`config.mk`:
```
export PLATFORM = sky130hd
export DESIGN_NAME = spi_pin_front_end
export DESIGN_NICKNAME = d
export VERILOG_FILES = /design/src/shared/spi_fe_pkg.sv /design/src/hdl/pair_buffer.sv /design/src/hdl/spi_pin_front_end.sv
export SDC_FILE = /design/constraint.sdc
export NUM_CORES = 1
export LEC_CHECK = 0
export BUFFER_PORTS_ARGS = -buffer_cell sky130_fd_sc_hd__buf_4
export CAP_MARGIN = 20
export CORE_MARGIN = 2
export CORE_UTILIZATION = 55
export DETAILED_ROUTE_END_ITERATION = 12
export GPL_TIMING_DRIVEN = 0
export PLACE_DENSITY = 0.78
export SLEW_MARGIN = 40
export SYNTH_ARGS = -nofsm -noshare
export SYNTH_HDL_FRONTEND = slang
export SYNTH_SLANG_ARGS = --single-unit
```
`constraint.sdc`:
```
create_clock -name core_clk -period 2.8 [get_ports core_clk]
set_clock_uncertainty 0.15 [all_clocks]
set_input_delay 0.14 -clock core_clk [delete_from_list [all_inputs] [get_ports core_clk]]
set_output_delay 0.14 -clock core_clk [all_outputs]
set_load 0.02 [all_outputs]
```
`src/shared/spi_fe_pkg.sv`:
```
// package for the serial memory pin front end: pin carrier, states, counts
// assumes one core clock that oversamples every pin at least 8x the serial clock
package spi_fe_pkg;

    // =====================================================================
    // counts
    localparam int unsigned BYTE_BITS = 8;
    localparam int unsigned CNT_W     = 3;
    localparam logic [CNT_W-1:0] CNT_ZERO = 3'h0;
    localparam logic [CNT_W-1:0] CNT_ONE  = 3'h1;
    localparam logic [CNT_W-1:0] CNT_LAST = 3'h7;
    localparam logic [BYTE_BITS-1:0] BYTE_ZERO = 8'h00;
    localparam int unsigned MSB = BYTE_BITS - 1;

    // =====================================================================
    // types
    typedef struct packed {
        logic cs_n;
        logic sck;
        logic si;
        logic hold_n;
        logic wp_n;
    } pin_t;

    localparam pin_t PIN_IDLE = 5'h13; // deselected, clock low, pause and protect high

    typedef struct packed {
        logic                 first;  // first byte since select
        logic [BYTE_BITS-1:0] data;
    } rx_word_t;

    localparam rx_word_t RX_ZERO = 9'h000;

    typedef enum logic [2:0] {
        ST_IDLE   = 3'b001,
        ST_ACTIVE = 3'b010,
        ST_PAUSED = 3'b100
    } port_state_t;

    // =====================================================================
    function automatic logic rose(input logic cur, input logic prev);
        return cur & ~prev;
    endfunction : rose

    function automatic logic fell(input logic cur, input logic prev);
        return ~cur & prev;
    endfunction : fell

endpackage : spi_fe_pkg

```
`src/hdl/pair_buffer.sv`:
```
// two-entry valid/ready buffer for received bytes
// assumes both sides on core_clk; outputs come from registers
`timescale 1ns/1ps
module pair_buffer
    import spi_fe_pkg::*;
(
    input  wire logic     core_clk,  // core clock
    input  wire logic     srst,      // sync reset, high
    input  wire logic     in_valid,  // word offered
    output logic          in_ready,  // room for a word
    input  wire rx_word_t in_word,   // word in
    output logic          out_valid, // word held
    input  wire logic     out_ready, // drain accepts
    output rx_word_t      out_word   // word out
);

    // =====================================================================
    // head entry drives the outputs, spare entry absorbs one stall
    rx_word_t head_reg, head_next, spare_reg, spare_next;
    logic     hv_reg, hv_next, sv_reg, sv_next;

    always_comb begin
        head_next  = head_reg;
        spare_next = spare_reg;
        hv_next    = hv_reg;
        sv_next    = sv_reg;
        if (hv_reg && out_ready) begin
            hv_next   = sv_reg;
            head_next = spare_reg;
            sv_next   = 1'b0;
        end
        if (in_valid && !sv_reg) begin
            if (!hv_next) begin
                hv_next   = 1'b1;
                head_next = in_word;
            end else begin
                sv_next    = 1'b1;
                spare_next = in_word;
            end
        end
    end

    always_ff @(posedge core_clk) begin
        if (srst) begin
            head_reg  <= RX_ZERO;
            spare_reg <= RX_ZERO;
            hv_reg    <= 1'b0;
            sv_reg    <= 1'b0;
        end else begin
            head_reg  <= head_next;
            spare_reg <= spare_next;
            hv_reg    <= hv_next;
            sv_reg    <= sv_next;
        end
    end

    assign in_ready  = !sv_reg;
    assign out_valid = hv_reg;
    assign out_word  = head_reg;

endmodule : pair_buffer

```
`src/hdl/spi_pin_front_end.sv`:
```
// pin front end of a serial memory slave port: shifting, pause, protect gating
// assumes pins arrive asynchronously and core_clk is at least 8x the serial clock;
// sequence kind flags come from an instruction decoder on core_clk
`timescale 1ns/1ps
module spi_pin_front_end
    import spi_fe_pkg::*;
(
    input  wire logic                 core_clk,               // 25 MHz core clock
    input  wire logic                 srst,                   // sync reset, high
    input  wire logic                 cs_n,                   // chip select pin, low
    input  wire logic                 sck,                    // serial clock pin
    input  wire logic                 si,                     // serial data in pin
    input  wire logic                 hold_n,                 // pause pin, low
    input  wire logic                 wp_n,                   // protect pin, low
    output logic                      so_out,                 // serial out level
    output logic                      so_oe,                  // serial out drive enable
    input  wire logic                 protect_pin_enable_bit, // status enable bit
    input  wire logic                 sr_write_seq,           // open sequence writes status
    input  wire logic                 write_seq,              // open sequence is other write
    input  wire logic [BYTE_BITS-1:0] tx_data,                // next byte to send
    output logic                      tx_load,                // tx_data taken
    output logic                      rx_valid,               // byte available
    input  wire logic                 rx_ready,               // byte consumed
    output rx_word_t                  rx_word,                // received byte
    output logic                      rx_overrun,             // byte lost since select
    output logic                      sr_commit,              // status write launched
    output logic                      sr_refused,             // status write discarded
    output logic                      write_start,            // write cycle launched
    output logic                      selected,               // port selected
    output logic                      paused                  // port paused
);

    // =====================================================================
    // pin synchronisers; only the second stage and later are read
    pin_t meta_reg, pins_s;
    logic sck_d, cs_d, wp_d, hold_d;

    always_ff @(posedge core_clk) begin
        if (srst) begin
            meta_reg <= PIN_IDLE;
            pins_s   <= PIN_IDLE;
            sck_d    <= 1'b0;
            cs_d     <= 1'b1;
            wp_d     <= 1'b1;
            hold_d   <= 1'b1;
        end else begin
            meta_reg <= '{cs_n: cs_n, sck: sck, si: si, hold_n: hold_n, wp_n: wp_n};
            pins_s   <= meta_reg;
            sck_d    <= pins_s.sck;
            cs_d     <= pins_s.cs_n;
            wp_d     <= pins_s.wp_n;
            hold_d   <= pins_s.hold_n;
        end
    end

    logic sck_rise, sck_fall, cs_rise, cs_fall, hold_rise;
    assign hold_rise = rose(pins_s.hold_n, hold_d);
    assign sck_rise = rose(pins_s.sck, sck_d);
    assign sck_fall = fell(pins_s.sck, sck_d);
    assign cs_rise  = rose(pins_s.cs_n, cs_d);
    assign cs_fall  = fell(pins_s.cs_n, cs_d);

    // =====================================================================
    // port state and shifters
    port_state_t          state_reg, state_next;
    logic [CNT_W-1:0]     cnt_reg, cnt_next;
    logic [BYTE_BITS-1:0] rx_sh_reg, rx_sh_next, tx_sh_reg, tx_sh_next;
    logic                 first_reg, first_next, ovr_reg, ovr_next;
    logic                 so_reg, so_next, oe_reg, oe_next, load_reg, load_next;
    logic                 push;
    rx_word_t             push_word;
    logic                 buf_ready;
    logic                 live;
    logic                 sel_reg, sel_next, pause_reg, pause_next;

    // edges count only in the active state, never while paused
    assign live = (state_reg == ST_ACTIVE);

    always_comb begin
        state_next = state_reg;
        cnt_next   = cnt_reg;
        rx_sh_next = rx_sh_reg;
        tx_sh_next = tx_sh_reg;
        first_next = first_reg;
        ovr_next   = ovr_reg;
        so_next    = so_reg;
        load_next  = 1'b0;
        push       = 1'b0;
        push_word  = RX_ZERO;
        unique case (state_reg)
            ST_IDLE: begin
                if (cs_fall) begin
                    state_next = ST_ACTIVE;
                    cnt_next   = CNT_ZERO;
                    first_next = 1'b1;
                    ovr_next   = 1'b0;
                    so_next    = tx_data[MSB];
                    tx_sh_next = {tx_data[MSB-1:0], 1'b0};
                    load_next  = 1'b1;
                end
            end
            ST_ACTIVE: begin
                // pause only with the clock low; a request made high waits for the fall
                if (!pins_s.hold_n && !pins_s.sck) begin
                    state_next = ST_PAUSED;
                end
            end
            ST_PAUSED: begin
                // only a release edge made with the clock low resumes; one made high is lost
                if (hold_rise && !pins_s.sck) begin
                    state_next = ST_ACTIVE;
                end
            end
        endcase
        if (live && sck_rise) begin
            rx_sh_next = {rx_sh_reg[MSB-1:0], pins_s.si};
            cnt_next   = cnt_reg + CNT_ONE;
            if (cnt_reg == CNT_LAST) begin
                push       = 1'b1;
                push_word  = '{first: first_reg, data: {rx_sh_reg[MSB-1:0], pins_s.si}};
                first_next = 1'b0;
                ovr_next   = ovr_reg | ~buf_ready;
            end
        end
        if (live && sck_fall) begin
            if (cnt_reg == CNT_ZERO) begin
                so_next    = tx_data[MSB];
                tx_sh_next = {tx_data[MSB-1:0], 1'b0};
                load_next  = 1'b1;
            end else begin
                so_next    = tx_sh_reg[MSB];
                tx_sh_next = {tx_sh_reg[MSB-1:0], 1'b0};
            end
        end
        // deselect wins over everything, including a pause in progress
        if (pins_s.cs_n) begin
            state_next = ST_IDLE;
        end
        // released while paused, deselected or while the pause pin is low
        oe_next = (state_next == ST_ACTIVE) && pins_s.hold_n;
        sel_next   = (state_next != ST_IDLE);
        pause_next = (state_next == ST_PAUSED);
    end

    always_ff @(posedge core_clk) begin
        if (srst) begin
            state_reg <= ST_IDLE;
            cnt_reg   <= CNT_ZERO;
            rx_sh_reg <= BYTE_ZERO;
            tx_sh_reg <= BYTE_ZERO;
            first_reg <= 1'b0;
            ovr_reg   <= 1'b0;
            so_reg    <= 1'b0;
            oe_reg    <= 1'b0;
            load_reg  <= 1'b0;
            sel_reg   <= 1'b0;
            pause_reg <= 1'b0;
        end else begin
            state_reg <= state_next;
            cnt_reg   <= cnt_next;
            rx_sh_reg <= rx_sh_next;
            tx_sh_reg <= tx_sh_next;
            first_reg <= first_next;
            ovr_reg   <= ovr_next;
            so_reg    <= so_next;
            oe_reg    <= oe_next;
            load_reg  <= load_next;
            sel_reg   <= sel_next;
            pause_reg <= pause_next;
        end
    end

    // =====================================================================
    // commit of the closing sequence; protect pin judged only here, so a later
    // fall cannot reach a cycle that has already launched
    logic commit_reg, commit_next, refuse_reg, refuse_next, wstart_reg, wstart_next;
    logic guarded;

    assign guarded = protect_pin_enable_bit && !pins_s.wp_n;

    always_comb begin
        commit_next = 1'b0;
        refuse_next = 1'b0;
        wstart_next = 1'b0;
        if (cs_rise && state_reg != ST_IDLE) begin
            if (sr_write_seq) begin
                commit_next = !guarded;
                refuse_next = guarded;
            end
            wstart_next = write_seq;
        end
    end

    always_ff @(posedge core_clk) begin
        if (srst) begin
            commit_reg <= 1'b0;
            refuse_reg <= 1'b0;
            wstart_reg <= 1'b0;
        end else begin
            commit_reg <= commit_next;
            refuse_reg <= refuse_next;
            wstart_reg <= wstart_next;
        end
    end

    // =====================================================================
    // received bytes; the spare entry covers a one-byte stall by the reader
    pair_buffer u_rx_buf (
        .core_clk  (core_clk),
        .srst      (srst),
        .in_valid  (push),
        .in_ready  (buf_ready),
        .in_word   (push_word),
        .out_valid (rx_valid),
        .out_ready (rx_ready),
        .out_word  (rx_word)
    );

    assign so_out      = so_reg;
    assign so_oe       = oe_reg;
    assign tx_load     = load_reg;
    assign rx_overrun  = ovr_reg;
    assign sr_commit   = commit_reg;
    assign sr_refused  = refuse_reg;
    assign write_start = wstart_reg;
    assign selected    = sel_reg;
    assign paused      = pause_reg;
endmodule : spi_pin_front_end

```
==> results.toml <==
[run_status]
status = "finished clean"

[setup_path]
arrival_ns = 2.48
crit_family = "simple AND/OR/NAND/NOR gates"
critPathRequiredTime_ns = 2.89
critPathMaxFanout = 10
endpoint_kind = "flop"
cp.buffers_inverters = 1
cpMaxStageDelayCell = "nor4bb_1"
reg2reg_slack_ns = 0.41
start_kind = "flop"
crit_type = "flop to flop"
crit_chain = "ha_1 > ha_1 > nor4bb_1 > nand3_1 > clkbuf_1 > a211oi_1"
cp_common_cell = "ha_1"
slowest_delay_ns = 0.43

[place]
gp_congestion = 0.842
pre_cts_slack_ns = 0.425
hpwl_microns = 3150
port_buffers = 37
dp.cells = 339

[routing]
drcViolationCount = 0
wl_per_cell_microns = 12.6
firstDrtPassIters = 4
initialDrtViolationCount = 93
avgViaCountPerCell = 5.24
routed_wl_microns = 4620
num_vias = 1917
route.antenna.remaining_nets = 0

[finish]
nets = 331
instances_no_fill = 366
antennaDiodeCount = 0
drive_gt1_frac = 0.210
syn_to_final_growth_pct = 27.6

[logic_synthesis]
yosys_warnings = 0
ys_seq_elements = 63
avgSynthCellArea_sq_um = 9.60
synth.cell_area_sq_mm = 0.00240
syn_inst = 250
seq_area_frac_synth = 0.525
synth_cell_types = 33
synthesis.nets = 272

[sta]
fmax_mhz = 418
setup_viol = 0
rsz0062_at_grt = "no"
period_needed_ns = 2.39
slew_violations = 0
finalHoldViolations = 0
setup_slack_ns = 0.406
relSlewSlack = 0.629
setup_tns_ns = 0
min_period_over_period = 0.855
worst_pin_slew_ns = 0.556

[global_routing]
gr-total-overflow = 0
grt_pass1_vias = 1837
grt_usage = 0.209
antenna_found_initial = 0
grt_pass1_wl_microns = 8090
grt_max_degree = 11

[cts]
cts_tree = "done"
cts_buffers = 9
clk_latency_ns = 0.33
clock_sinks = 63
root_buffer = "clkbuf_8"
clkTransAtPathRegs_ns = 0.06
cts_buffer_depth = 2
htree_levels = 3
cts.repair.resized = 0

[pwr]
vdd_drop_max_mv = 0.603
p_leak_nw = 1.41
clock_power_share = 0.446
p_switching_mw = 0.378
swShare = 0.208
p_comb_frac = 0.047
p_int_mw = 1.44
p_seq_frac = 0.507
power_density_mw_per_mm2 = 594

[floorplanning]
io_pins = 38
dieArea_sq_mm = 0.00491
die_w_microns = 70.1
core_sq_mm = 0.00426
rows = 24
start_util = 0.563
dieHeight_microns = 70.1

[worst_hold_path]
hold_class = "input pin to flop"

[flow_run]
maxCapViolations = 0
==> cell usage after synthesis <==
cell       n  area [sq um]
mux2i_1   26           260
nor2b_1    8          50.1
a221oi_1   1          8.76
nor3b_1    2          15.0
nand2_1   24          90.1
nor4b_1    1          8.76
nand3_1    8          40.0
or3b_1     1          8.76
ha_1       3          37.5
or4b_2     1          10.0
o211ai_1   2          15.0
o32ai_4    1          27.5
dfxtp_1   63          1260
nor4bb_1   1          10.0
nor3_1     1          5.00
nand2b_1   2          12.5
o21ai_0    1          5.00
a211oi_1  16           120
buf_4      1          7.51
nand4_1    1          6.26
buf_2      1          5.00
and2_1     1          6.26
or2_2      8          50.1
a21oi_1   16          80.1
a31oi_1    1          6.26
clkbuf_1   9          33.8
inv_1     10          37.5
and3_1     3          18.8
buf_6      1          11.3
or4b_4     1          13.8
nor2_1    32           120
nor4_1     1          6.26
or3_1      2          12.5
==> stage by stage <==
stage / power [mW] / instance area (sq um) / hold slack, ns / utilization
after floorplan: 0.981 / 2400 / 0.0789 / -
after global placement: 1.01 / 2740 / 0.172 / 0.643
after detailed placement: 1.02 / 2740 / 0.176 / 0.643
after CTS: 1.83 / 3060 / 0.00256 / 0.718
after global routing: 1.87 / 3060 / 0.0164 / 0.718
final: 1.82 / 3060 / 0.0123 / 0.718
==> power groups by stage <==
stage          clock network [mW]  registers [mW]  logic [mW]
2_1_floorplan                   0           0.941      0.0395
3_3_place_gp                    0           0.941      0.0725
3_5_place_dp                    0           0.942      0.0734
4_1_cts                     0.826           0.922      0.0847
5_1_grt                     0.857           0.924      0.0939
6_report                    0.812           0.922      0.0848
==> layer usage <==
metal / routed length, microns / vias to the layer above / GRT usage
li1: - / 980 / -
met5: 0 / - / 0
met3: 220 / 8 / 0.0620
met1: 2110 / 885 / 0.257
met4: 65 / 0 / 0.0769
met2: 2230 / 44 / 0.347
==> final cells by class <==
| cell class | count | area (sq um) |
|---|---|---|
| Buffer | 12 | 57.6 |
| Clock buffer | 13 | 169 |
| Clock inverter | 3 | 40.0 |
| Fill cell | 326 | 1200 |
| Inverter | 10 | 37.5 |
| Multi-Input combinational cell | 165 | 1040 |
| Sequential cell | 63 | 1260 |
| Tap cell | 52 | 65.1 |
| Timing Repair Buffer | 48 | 388 |
==> cells in the final DEF, fill, tap and decap left out, types with 2 or more instances in the layout <==
master / synthesis / routed
dfxtp_1: 63 / 63
buf_4: 1 / 38
nor2_1: 32 / 32
mux2i_1: 26 / 26
nand2_1: 24 / 24
a21oi_1: 16 / 16
a211oi_1: 16 / 16
clkbuf_8: 0 / 12
dlygate4sd3_1: 0 / 11
inv_1: 10 / 10
clkbuf_1: 9 / 10
nand3_1: 8 / 8
nor2b_1: 8 / 8
or2_2: 8 / 8
and3_1: 3 / 3
ha_1: 3 / 3
nor3b_1: 2 / 2
nand2b_1: 2 / 2
or3_1: 2 / 2
o211ai_1: 2 / 2
clkinv_2: 0 / 2
==> path summary, 6_finish.rpt <==
path	startpoint	to	depth (start not counted)
max	cnt_reg[0]	u_rx_buf.out_word[4]	6
max reg2reg	cnt_reg[0]	u_rx_buf.out_word[4]	6
min	tx_data[4]	tx_sh_reg[5]	3
min reg2reg	meta_reg[4]	pins_s[4]	1
==> timing repair <==
item | in CTS | in global routing
buffers inserted | 0 | 0
endpoints found under the hold margin | 12 | 0
hold buffers | 11 | 0
==> tightest hold or removal path, delay by kind of cell <==
family	cells	cell delay [ns]
buffers and inverters	1	0.11
multiplexers	1	0.12
AO/OA/AOI/OAI	1	0.08
==> logic make-up (layout without fill, tap and decap cells) <==
logic type / count (synthesis) / in the layout / synth area share
AND/OR/NAND/NOR: 98 / 98 / 0.202
flip-flops: 63 / 63 / 0.525
AO/OA/AOI/OAI: 38 / 38 / 0.109
multiplexers: 26 / 26 / 0.108
buffers and inverters: 22 / 86 / 0.0396
adder cells (fa/ha/maj): 3 / 3 / 0.0156
Power figures use the tool's default switching activity.
